==> config.mk <==
export PLATFORM = sky130hd
export DESIGN_NAME = sldc_top
export DESIGN_NICKNAME = d
export VERILOG_FILES = /design/src/inc/sldc_pkg.sv /design/src/sldc_clkdiv.sv /design/src/sldc_top.sv
export SDC_FILE = /design/constraint.sdc
export NUM_CORES = 1
export LEC_CHECK = 0
export BUFFER_PORTS_ARGS = -buffer_cell sky130_fd_sc_hd__buf_4
export CAP_MARGIN = 25
export CORE_MARGIN = 4
export CORE_UTILIZATION = 50
export CTS_CLUSTER_SIZE = 40
export DETAILED_ROUTE_END_ITERATION = 10
export GPL_TIMING_DRIVEN = 0
export PLACE_DENSITY = 0.69
export SYNTH_ARGS = -nofsm -noshare
export SYNTH_HDL_FRONTEND = slang
export SYNTH_HIERARCHICAL = 1
export SYNTH_SLANG_ARGS = --single-unit
==> constraint.sdc <==
create_clock -name hclk -period 9.5 [get_ports hclk]
set_clock_uncertainty 0.15 [all_clocks]
set_input_delay 1.9 -clock hclk [delete_from_list [all_inputs] [get_ports hclk]]
set_output_delay 1.9 -clock hclk [all_outputs]
set_load 0.01 [all_outputs]
==> src/inc/sldc_pkg.sv <==
// constants shared by the segment lcd frame and drive block
// assumes a single 250 mhz bus clock that also serves as the display source clock
package sldc_pkg;

  // register indices; byte address is four times the index
  localparam logic [7:0] IDX_CTRL_A = 8'he4;
  localparam logic [7:0] IDX_FRAME_RATE = 8'he6;
  localparam logic [7:0] IDX_CONTRAST = 8'he7;
  localparam logic [7:0] IDX_MEM_BASE = 8'hec;
  localparam int MEM_BYTES = 20;
  localparam int BYTES_PER_COM = 5;
  localparam int SEG_COUNT = 40;

  // display_control_a fields
  localparam int CTRL_BLANK_BIT = 0;
  localparam int CTRL_IRQ_EN_BIT = 3;
  localparam int CTRL_DUTY_LSB = 4;
  localparam int CTRL_FLAG_BIT = 6;
  localparam logic [7:0] CTRL_A_RESET = 8'h00;

  // frame_rate_config fields
  localparam int FRR_DIV_LSB = 0;
  localparam int FRR_TAP_LSB = 4;
  localparam logic [7:0] FRR_RESET = 8'h00;

  // contrast_drive_config fields
  localparam int CCR_LEVEL_LSB = 0;
  localparam int CCR_ZERO_BIT = 4;
  localparam int CCR_DRIVE_LSB = 5;
  localparam logic [7:0] CCR_RESET = 8'h00;
  localparam logic [2:0] DRIVE_HALF_CODE = 3'h7;

  // duty selection and last frame phase, one less than the frame length in prescaled ticks
  typedef enum logic [1:0] {
    SLDC_DUTY_STATIC = 2'h0,
    SLDC_DUTY_HALF = 2'h1,
    SLDC_DUTY_THIRD = 2'h2,
    SLDC_DUTY_QUARTER = 2'h3
  } sldc_duty_e;
  localparam logic [2:0] K_DEFAULT = 3'h7;
  localparam logic [2:0] K_THIRD = 3'h5;

  // timing: clock rate and nominal drive times in microseconds
  localparam int CLK_MHZ = 250;
  localparam int DRV_US_0 = 300;
  localparam int DRV_US_1 = 70;
  localparam int DRV_US_2 = 150;
  localparam int DRV_US_3 = 450;
  localparam int DRV_US_4 = 575;
  localparam int DRV_US_5 = 850;
  localparam int DRV_US_6 = 1150;
  localparam int DRV_W = 20;
  localparam int HALF_W = 16;

endpackage : sldc_pkg

==> src/sldc_clkdiv.sv <==
// prescaler and divide-by-d stage producing the prescaled display clock enable
// assumes tap and divide selects come straight from register flops
`timescale 1ns/1ps
module sldc_clkdiv (
  input wire logic hclk,
  input wire logic hresetn,
  input wire logic [2:0] prescaler_tap_select,
  input wire logic [2:0] frame_divide_select,
  output logic prescaled_display_clock,
  output logic [sldc_pkg::HALF_W-1:0] half_period_cyc
);

  // low bits that must be all ones for a tap pulse, n = 2**width
  function automatic logic [11:0] sldc_tap_mask(input logic [2:0] sel);
    case (sel)
      3'h0: sldc_tap_mask = 12'h00f;
      3'h1: sldc_tap_mask = 12'h03f;
      3'h2: sldc_tap_mask = 12'h07f;
      3'h3: sldc_tap_mask = 12'h0ff;
      3'h4: sldc_tap_mask = 12'h1ff;
      3'h5: sldc_tap_mask = 12'h3ff;
      3'h6: sldc_tap_mask = 12'h7ff;
      default: sldc_tap_mask = 12'hfff;
    endcase
  endfunction : sldc_tap_mask

  logic [11:0] pre_cnt_reg;
  logic [2:0] div_cnt_reg;
  logic tap_pulse;
  logic [11:0] mask;

  assign mask = sldc_tap_mask(prescaler_tap_select);
  assign tap_pulse = (pre_cnt_reg & mask) == mask;

  always_ff @(posedge hclk or negedge hresetn) begin
    if (!hresetn) begin
      pre_cnt_reg <= 12'h000;
    end else begin
      pre_cnt_reg <= pre_cnt_reg + 12'h001;
    end
  end

  // divide by code plus one
  always_ff @(posedge hclk or negedge hresetn) begin
    if (!hresetn) begin
      div_cnt_reg <= 3'h0;
      prescaled_display_clock <= 1'b0;
    end else begin
      prescaled_display_clock <= 1'b0;
      if (tap_pulse) begin
        if (div_cnt_reg >= frame_divide_select) begin
          div_cnt_reg <= 3'h0;
          prescaled_display_clock <= 1'b1;
        end else begin
          div_cnt_reg <= div_cnt_reg + 3'h1;
        end
      end
    end
  end

  // half of n*d cycles; n*d peaks at 32768 so half fits 16 bits
  always_comb begin
    logic [16:0] full;
    full = 17'({5'h00, mask} + 17'h1) * 17'({14'h0, frame_divide_select} + 17'h1);
    half_period_cyc = full[16:1];
  end

  a_tick_single: assert property (@(posedge hclk) disable iff (!hresetn)
    prescaled_display_clock |=> !prescaled_display_clock)
    else $error("prescaled tick lasted more than one cycle");

endmodule : sldc_clkdiv

==> src/sldc_top.sv <==
// segment lcd frame timing, drive time, contrast and display memory
// assumes an ahb-lite master with single word transfers and hclk as display source
//
// How it works
// - divide prescaler output by code plus one
// - frame rate is source over k*n*d
// - k is six at third duty, else eight
// - drive code picks nominal on-time, 111 half
// - on-time ends by half prescaled period unless the period shrinks mid-pulse
// - static or blanked uses half period drive
// - new drive code acts at once
// - contrast code sets maximum drive voltage
// - contrast code applied at frame start only
// - contrast register bit four reads zero
// - memory one energizes segment on its common
// - unused memory bits are plain storage
// - twenty bytes, five per common, reset zero
// - blanking starts after frame ends, outputs ground
// - tap select chooses prescaler output
// - frame interrupt when enabled and global on
`timescale 1ns/1ps
module sldc_top #(
  parameter int DRV_CYC_0 = sldc_pkg::DRV_US_0 * sldc_pkg::CLK_MHZ,
  parameter int DRV_CYC_1 = sldc_pkg::DRV_US_1 * sldc_pkg::CLK_MHZ,
  parameter int DRV_CYC_2 = sldc_pkg::DRV_US_2 * sldc_pkg::CLK_MHZ,
  parameter int DRV_CYC_3 = sldc_pkg::DRV_US_3 * sldc_pkg::CLK_MHZ,
  parameter int DRV_CYC_4 = sldc_pkg::DRV_US_4 * sldc_pkg::CLK_MHZ,
  parameter int DRV_CYC_5 = sldc_pkg::DRV_US_5 * sldc_pkg::CLK_MHZ,
  parameter int DRV_CYC_6 = sldc_pkg::DRV_US_6 * sldc_pkg::CLK_MHZ
) (
  input wire logic hclk,
  input wire logic hresetn,
  input wire logic hsel,
  input wire logic [31:0] haddr,
  input wire logic [1:0] htrans,
  input wire logic hwrite,
  input wire logic [2:0] hsize,
  input wire logic [31:0] hwdata,
  input wire logic hready,
  output logic hreadyout,
  output logic hresp,
  output logic [31:0] hrdata,
  input wire logic global_irq_enable,
  output logic frame_irq,
  output logic start_of_frame,
  output logic [3:0] max_drive_voltage,
  output logic drive_enable,
  output logic drive_polarity,
  output logic [3:0] common_out,
  output logic [sldc_pkg::SEG_COUNT-1:0] segment_out
);

  ////////////////////////////////////////////////////////////////////////////
  // register address decode

  // word index of a byte address; only the low ten bits map
  function automatic logic [7:0] sldc_word_idx(input logic [31:0] addr);
    sldc_word_idx = addr[9:2];
  endfunction : sldc_word_idx

  function automatic logic sldc_is_mem(input logic [7:0] idx);
    sldc_is_mem = (idx >= sldc_pkg::IDX_MEM_BASE) &&
                  (9'(idx) < 9'(sldc_pkg::IDX_MEM_BASE) + 9'(sldc_pkg::MEM_BYTES));
  endfunction : sldc_is_mem

  logic [7:0] ctrl_a_reg;
  logic [7:0] frame_rate_reg;
  logic [7:0] contrast_reg;
  logic [7:0] mem_reg [0:sldc_pkg::MEM_BYTES-1];
  logic frame_flag_reg;
  logic [7:0] wr_idx_reg;
  logic wr_pend_reg;
  logic addr_ok;
  logic [7:0] a_idx;
  logic [4:0] a_mem;
  logic [4:0] w_mem;
  logic wr_ctrl;
  logic wr_mem;
  logic sof_pulse;

  assign addr_ok = hsel && hready && htrans[1];
  assign a_idx = sldc_word_idx(haddr);
  assign a_mem = 5'(a_idx - sldc_pkg::IDX_MEM_BASE);
  assign w_mem = 5'(wr_idx_reg - sldc_pkg::IDX_MEM_BASE);
  assign wr_ctrl = wr_pend_reg && (wr_idx_reg == sldc_pkg::IDX_CTRL_A);
  assign wr_mem = wr_pend_reg && sldc_is_mem(wr_idx_reg);

  // zero wait states, always okay; unmapped reads return zero
  assign hreadyout = 1'b1;
  assign hresp = 1'b0;

  ////////////////////////////////////////////////////////////////////////////
  // bus slave: address phase capture and read data

  always_ff @(posedge hclk or negedge hresetn) begin
    if (!hresetn) begin
      wr_pend_reg <= 1'b0;
      wr_idx_reg <= 8'h00;
    end else begin
      wr_pend_reg <= addr_ok && hwrite;
      if (addr_ok) begin
        wr_idx_reg <= a_idx;
      end
    end
  end

  always_ff @(posedge hclk or negedge hresetn) begin
    if (!hresetn) begin
      hrdata <= 32'h0000_0000;
    end else if (addr_ok && !hwrite) begin
      hrdata <= 32'h0000_0000;
      if (a_idx == sldc_pkg::IDX_CTRL_A) begin
        hrdata[7:0] <= {ctrl_a_reg[7], frame_flag_reg, ctrl_a_reg[5:0]};
      end else if (a_idx == sldc_pkg::IDX_FRAME_RATE) begin
        hrdata[7:0] <= frame_rate_reg;
      end else if (a_idx == sldc_pkg::IDX_CONTRAST) begin
        hrdata[7:0] <= contrast_reg;
      end else if (sldc_is_mem(a_idx)) begin
        hrdata[7:0] <= mem_reg[a_mem];
      end
    end
  end

  ////////////////////////////////////////////////////////////////////////////
  // configuration registers

  always_ff @(posedge hclk or negedge hresetn) begin
    if (!hresetn) begin
      ctrl_a_reg <= sldc_pkg::CTRL_A_RESET;
    end else if (wr_ctrl) begin
      // flag bit and reserved bits 2:1 and 7 hold no storage
      ctrl_a_reg <= hwdata[7:0] & 8'h39;
    end
  end

  always_ff @(posedge hclk or negedge hresetn) begin
    if (!hresetn) begin
      frame_rate_reg <= sldc_pkg::FRR_RESET;
    end else if (wr_pend_reg && wr_idx_reg == sldc_pkg::IDX_FRAME_RATE) begin
      frame_rate_reg <= hwdata[7:0] & 8'h77;
    end
  end

  // drive code acts at once; contrast level waits for the frame pulse
  always_ff @(posedge hclk or negedge hresetn) begin
    if (!hresetn) begin
      contrast_reg <= sldc_pkg::CCR_RESET;
    end else if (wr_pend_reg && wr_idx_reg == sldc_pkg::IDX_CONTRAST) begin
      contrast_reg <= hwdata[7:0] & 8'hef;
    end
  end

  always_ff @(posedge hclk or negedge hresetn) begin
    if (!hresetn) begin
      for (int i = 0; i < sldc_pkg::MEM_BYTES; i++) begin
        mem_reg[i] <= 8'h00;
      end
    end else if (wr_mem) begin
      mem_reg[w_mem] <= hwdata[7:0];
    end
  end

  // sticky frame flag, write one clears, a new frame wins over the clear
  always_ff @(posedge hclk or negedge hresetn) begin
    if (!hresetn) begin
      frame_flag_reg <= 1'b0;
    end else if (sof_pulse) begin
      frame_flag_reg <= 1'b1;
    end else if (wr_ctrl && hwdata[sldc_pkg::CTRL_FLAG_BIT]) begin
      frame_flag_reg <= 1'b0;
    end
  end

  assign frame_irq = frame_flag_reg && ctrl_a_reg[sldc_pkg::CTRL_IRQ_EN_BIT] &&
                     global_irq_enable;

  ////////////////////////////////////////////////////////////////////////////
  // prescaled clock and frame sequencing

  logic ps_tick;
  logic [sldc_pkg::HALF_W-1:0] half_cyc;
  logic [1:0] duty;
  logic [2:0] k_last;
  logic [2:0] phase_reg;
  logic blank_active_reg;

  sldc_clkdiv u_clkdiv (
    .hclk(hclk),
    .hresetn(hresetn),
    .prescaler_tap_select(frame_rate_reg[sldc_pkg::FRR_TAP_LSB +: 3]),
    .frame_divide_select(frame_rate_reg[sldc_pkg::FRR_DIV_LSB +: 3]),
    .prescaled_display_clock(ps_tick),
    .half_period_cyc(half_cyc)
  );

  assign duty = ctrl_a_reg[sldc_pkg::CTRL_DUTY_LSB +: 2];
  assign k_last = (duty == sldc_pkg::SLDC_DUTY_THIRD) ? sldc_pkg::K_THIRD
                                                       : sldc_pkg::K_DEFAULT;

  // k prescaled ticks per frame gives source / (k*n*d)
  always_ff @(posedge hclk or negedge hresetn) begin
    if (!hresetn) begin
      phase_reg <= 3'h0;
      sof_pulse <= 1'b0;
    end else begin
      sof_pulse <= 1'b0;
      if (ps_tick) begin
        if (phase_reg >= k_last) begin
          phase_reg <= 3'h0;
          sof_pulse <= 1'b1;
        end else begin
          phase_reg <= phase_reg + 3'h1;
        end
      end
    end
  end

  assign start_of_frame = sof_pulse;

  // contrast and blanking both change only between frames
  always_ff @(posedge hclk or negedge hresetn) begin
    if (!hresetn) begin
      max_drive_voltage <= 4'h0;
      blank_active_reg <= 1'b0;
    end else if (sof_pulse) begin
      max_drive_voltage <= contrast_reg[sldc_pkg::CCR_LEVEL_LSB +: 4];
      blank_active_reg <= ctrl_a_reg[sldc_pkg::CTRL_BLANK_BIT];
    end
  end

  ////////////////////////////////////////////////////////////////////////////
  // driver on-time

  logic [2:0] drv_code;
  logic [sldc_pkg::DRV_W-1:0] nominal_cyc;
  logic [sldc_pkg::DRV_W-1:0] half_ext;
  logic [sldc_pkg::DRV_W-1:0] drive_limit;
  logic [sldc_pkg::DRV_W-1:0] drive_cnt_reg;

  assign drv_code = contrast_reg[sldc_pkg::CCR_DRIVE_LSB +: 3];
  assign half_ext = sldc_pkg::DRV_W'(half_cyc);

  always_comb begin
    case (drv_code)
      3'h0: nominal_cyc = sldc_pkg::DRV_W'(DRV_CYC_0);
      3'h1: nominal_cyc = sldc_pkg::DRV_W'(DRV_CYC_1);
      3'h2: nominal_cyc = sldc_pkg::DRV_W'(DRV_CYC_2);
      3'h3: nominal_cyc = sldc_pkg::DRV_W'(DRV_CYC_3);
      3'h4: nominal_cyc = sldc_pkg::DRV_W'(DRV_CYC_4);
      3'h5: nominal_cyc = sldc_pkg::DRV_W'(DRV_CYC_5);
      3'h6: nominal_cyc = sldc_pkg::DRV_W'(DRV_CYC_6);
      default: nominal_cyc = half_ext;
    endcase
  end

  always_comb begin
    if (duty == sldc_pkg::SLDC_DUTY_STATIC || blank_active_reg ||
        drv_code == sldc_pkg::DRIVE_HALF_CODE) begin
      drive_limit = half_ext;
    end else if (nominal_cyc > half_ext) begin
      drive_limit = half_ext;
    end else begin
      drive_limit = nominal_cyc;
    end
  end

  // a limit change mid-pulse is compared at once, hence possible glitches
  always_ff @(posedge hclk or negedge hresetn) begin
    if (!hresetn) begin
      drive_enable <= 1'b0;
      drive_cnt_reg <= '0;
    end else if (ps_tick) begin
      drive_enable <= 1'b1;
      drive_cnt_reg <= '0;
    end else if (drive_enable) begin
      if (drive_cnt_reg + 1'b1 >= drive_limit) begin
        drive_enable <= 1'b0;
      end else begin
        drive_cnt_reg <= drive_cnt_reg + 1'b1;
      end
    end
  end

  ////////////////////////////////////////////////////////////////////////////
  // common and segment outputs

  logic [1:0] com_idx;
  logic [sldc_pkg::SEG_COUNT-1:0] row_bits;

  always_comb begin
    case (duty)
      sldc_pkg::SLDC_DUTY_STATIC: com_idx = 2'h0;
      sldc_pkg::SLDC_DUTY_HALF: com_idx = {1'b0, phase_reg[2]};
      default: com_idx = phase_reg[2:1];
    endcase
  end

  // byte 5n+k holds segments 8k..8k+7 of common n, lsb lowest
  always_comb begin
    row_bits = '0;
    for (int k = 0; k < sldc_pkg::BYTES_PER_COM; k++) begin
      row_bits[8*k +: 8] = mem_reg[sldc_pkg::BYTES_PER_COM * com_idx + k];
    end
  end

  always_ff @(posedge hclk or negedge hresetn) begin
    if (!hresetn) begin
      common_out <= 4'h0;
      segment_out <= '0;
      drive_polarity <= 1'b0;
    end else if (blank_active_reg) begin
      common_out <= 4'h0;
      segment_out <= '0;
      drive_polarity <= 1'b0;
    end else begin
      common_out <= 4'h1 << com_idx;
      segment_out <= row_bits;
      drive_polarity <= phase_reg[0];
    end
  end

  ////////////////////////////////////////////////////////////////////////////
  // checks

  a_contrast_at_frame: assert property (@(posedge hclk) disable iff (!hresetn)
    $changed(max_drive_voltage) |-> $past(sof_pulse))
    else $error("contrast changed outside a frame start");

  a_bit4_reads_zero: assert property (@(posedge hclk) disable iff (!hresetn)
    (addr_ok && !hwrite && a_idx == sldc_pkg::IDX_CONTRAST) |=> !hrdata[4])
    else $error("contrast bit four read as one");

  a_blank_grounds: assert property (@(posedge hclk) disable iff (!hresetn)
    blank_active_reg |=> (common_out == 4'h0 && segment_out == '0))
    else $error("outputs not grounded while blanked");

  a_blank_at_frame: assert property (@(posedge hclk) disable iff (!hresetn)
    $rose(blank_active_reg) |-> $past(sof_pulse))
    else $error("blanking began mid-frame");

  // a shrinking period may leave one late cycle, so the cap is checked on the step
  a_drive_capped: assert property (@(posedge hclk) disable iff (!hresetn)
    (drive_enable && !ps_tick && (drive_cnt_reg + 20'h1 >= half_ext)) |=>
    !drive_enable)
    else $error("drive on-time passed half period");

  a_static_half: assert property (@(posedge hclk) disable iff (!hresetn)
    ($fell(drive_enable) && !$past(ps_tick) && duty == sldc_pkg::SLDC_DUTY_STATIC &&
     $stable(half_ext)) |-> $past(drive_cnt_reg) == half_ext - 1'b1)
    else $error("static drive did not end at half period");

  a_mem_write: assert property (@(posedge hclk) disable iff (!hresetn)
    wr_mem |=> mem_reg[$past(w_mem)] == $past(hwdata[7:0]))
    else $error("display memory write lost");

  a_irq_gated: assert property (@(posedge hclk) disable iff (!hresetn)
    frame_irq |-> (frame_flag_reg && global_irq_enable &&
                   ctrl_a_reg[sldc_pkg::CTRL_IRQ_EN_BIT]))
    else $error("frame interrupt raised while disabled");

  a_sof_sets_flag: assert property (@(posedge hclk) disable iff (!hresetn)
    sof_pulse |=> frame_flag_reg ##0 !sof_pulse)
    else $error("frame pulse did not set flag or lasted two cycles");

  // a switch into third duty may find the phase above five, which wraps at once
  a_frame_phase: assert property (@(posedge hclk) disable iff (!hresetn)
    (ps_tick && duty == sldc_pkg::SLDC_DUTY_THIRD) |=>
    (sof_pulse == ($past(phase_reg) >= 3'h5)))
    else $error("third duty frame not six ticks");

  c_frame: cover property (@(posedge hclk) disable iff (!hresetn) sof_pulse);
  c_blank: cover property (@(posedge hclk) disable iff (!hresetn) $rose(blank_active_reg));
  c_irq: cover property (@(posedge hclk) disable iff (!hresetn) $rose(frame_irq));

endmodule : sldc_top

==> results.sh <==
export IMPL_status="complete, no violations"
export IMPL_hold_buffers=0
export IMPL_synth_top_area_frac=0.372
export IMPL_clk_latency_ns=0.55
export IMPL_hpwlAfterDp_um=50600
export IMPL_clk_pin_slew_ns=0.06
export IMPL_clockRootBuffer="clkbuf_16"
export IMPL_required_ns=9.82
export IMPL_syn2layout_area_growth_pct=13.6
export IMPL_via_count=16396
export IMPL_synth_area_top_cells="dfrtp_1 (37%), mux2_2 (10%), mux4_2 (10%)"
export IMPL_dp_cells=2478
export IMPL_fin_nets=2159
export IMPL_port_buffers=81
export IMPL_die_area_mm2=0.0417
export IMPL_crit_path_start_kind="flip-flop"
export IMPL_ys_types=92
export IMPL_worstPathMaxFanout=10
export IMPL_grt_overflow=0
export IMPL_setup_viol=0
export IMPL_fin_crit_sh=0.942
export IMPL_synth_largest_area_cell="dfrtp_1"
export IMPL_hold_class="reg -> reg"
export IMPL_initial_core_util=0.509
export IMPL_worstMarginPinSlew_ns=1.11
export IMPL_multiInputGateArea_mm2=0.0112
export IMPL_hold_ws_ns=0.319
export IMPL_synth_flop_cell="dfrtp_1"
export IMPL_regArea_mm2=0.00716
export IMPL_n_fill_cell=3366
export IMPL_clock_sinks=286
export IMPL_fmax_mhz=112
export IMPL_cts_max_level=2
export IMPL_slew_violations=0
export IMPL_wl_per_cell_um=27.1
export IMPL_yosysSeqAreaShare=0.372
export IMPL_routed_wl_um=68800
export IMPL_finalHoldViolCount=0
export IMPL_dr_first_iter_drc_count=1865
export IMPL_max_slew_margin_rel=0.258
export IMPL_grt_max_degree=126
export IMPL_diodes=0
export IMPL_synth_warnings=6
export IMPL_place_congestion=1.08
export IMPL_rsz0062_at_grt="false"
export IMPL_end_kind="flip-flop"
export IMPL_core_mm2=0.0378
export IMPL_fin_setup_tns_ns=0
export IMPL_path_common_cell="ha_1"
export IMPL_syn_avg_cell_area_um2=10.4
export IMPL_drive_above_1_share=0.250
export IMPL_peakVddDrop_mv=0.130
export IMPL_first_global_vias=16012
export IMPL_first_pass_iters=9
export IMPL_synth_common_cells="dfrtp_1 (286), nand2_1 (202), mux2_2 (176)"
export IMPL_crit_family="compound AO/OA/AOI/OAI gates"
export IMPL_die_x_um=204
export IMPL_async_reset_ff_frac=1.00
export IMPL_grt_pass1_wl_um=102000
export IMPL_via_per_inst=6.46
export IMPL_cap_viol_max_count=0
export IMPL_rows=71
export IMPL_ios=161
export IMPL_finalPower_mw=3.48
export IMPL_critPathMaxStageDelay_ns=0.53
export IMPL_grt_total_usage=0.328
export IMPL_finalCriticalPeriod_ns=8.95
export IMPL_worstSetupPathType="reg -> reg"
export IMPL_ant_nets=0
export IMPL_crit_buf_inv=5
export IMPL_arrival_ns=9.27
export IMPL_dpl_cell_area_mm2=0.0207
export IMPL_cts_tree="done"
export IMPL_synth_ff_latch_count=286
export IMPL_cts_made_buffers=34
export IMPL_drcViolationCount=0
export IMPL_die_y_um=204
export IMPL_design_area_mm2=0.0219
export IMPL_yosys_cell_count_top_type="dfrtp_1"
export IMPL_power_density_mw_per_mm2=159
export IMPL_antenna_found_initial=4
export IMPL_crit_slowest_cell="fa_1"
export IMPL_synth_cells=1854
export IMPL_layout_cells_non_filler=2539
export IMPL_synth_edf_count=0
export IMPL_clk_path_buf_depth=3
export IMPL_leakagePower_nw=9.74
export IMPL_largest_register_ffs=160
export IMPL_syn_cell_area_mm2=0.0193
layout by cell type (no fill, tap or decap), types with 61 or more instances in the layout:
cell / instances
nand2_1: 202
inv_1: 62
ha_1: 69
mux2_2: 176
clkbuf_1: 73
a21oi_1: 61
buf_4: 116
mux4_2: 88
o21ai_0: 74
mux2i_1: 91
dfrtp_1: 286
nor2_1: 153
cell families after synthesis:
logic type               after synthesis  synth area share
buffers and inverters                205            0.0509
AND/OR/NAND/NOR                      578             0.143
AO/OA/AOI/OAI                        304             0.105
adder cells (fa/ha/maj)               80            0.0563
other                                  3          0.000585
XOR/XNOR                              42            0.0191
flip-flops                           286             0.372
multiplexers                         356             0.254
worst register-to-register path: cells and delay by family (launching register included):
family	cells	cell delay (ns)
buffers and inverters	5	0.64
AO/OA/AOI/OAI	14	3.12
XOR/XNOR	1	0.22
AND/OR/NAND/NOR	10	2.15
flip-flops	1	0.41
adder cells (fa/ha/maj)	6	2.20
area by class of cell:
cell class | count | area share
clock buffer | 46 | 0.0461
timing repair buffer | 85 | 0.0317
buffer | 142 | 0.0340
inverter | 63 | 0.0108
multi-input combinational | 1392 | 0.514
clock inverter | 14 | 0.00715
sequential | 286 | 0.327
tap | 511 | 0.0292
metal layers:
layer,GRT usage,part of all wire,vias up
li1,-,-,7016
met2,0.508,0.45,1006
met5,0,0.00036,-
met4,0.174,0.066,4
met3,0.0949,0.11,268
met1,0.419,0.37,8102
where the power goes:
part	internal, mW	switching, mW
combinational	0.296	0.471
sequential	1.28	0.0612
clock	0.829	0.538
total	2.41	1.07
per-stage QoR:
step | setup slack, ns | util
final | 0.548 | 0.578
after global routing | 0.00451 | 0.578
after CTS | 0.482 | 0.577
after detailed placement | 0.537 | 0.547
after global placement | 0.592 | 0.545
after floorplan | 1.43 | -
final timing paths:
path                                                     end  cells after the start                               from  slack (ns)
min                        u_clkdiv/pre_cnt_reg[0]$_DFF_PN0_                      1  u_clkdiv/pre_cnt_reg[0]$_DFF_PN0_        0.32
min in group asynchronous             drive_enable$_DFF_PN0_                      1                            hresetn        1.23
max                            drive_cnt_reg[18]$_DFFE_PN0P_                     36      frame_rate_reg[6]$_DFFE_PN0P_        0.55
max in group asynchronous           mem_reg[120]$_DFFE_PN0P_                      2                            hresetn        6.88
min reg2reg                u_clkdiv/pre_cnt_reg[0]$_DFF_PN0_                      1  u_clkdiv/pre_cnt_reg[0]$_DFF_PN0_        0.32
max reg2reg                    drive_cnt_reg[18]$_DFFE_PN0P_                     36      frame_rate_reg[6]$_DFFE_PN0P_        0.55
repair_timing:
item                       in CTS  in global routing
resized for setup               0                  3
buffers inserted                0                  0
setup endpoints to repair       0                  2
No activity file was read; power rests on OpenSTA's default activity.
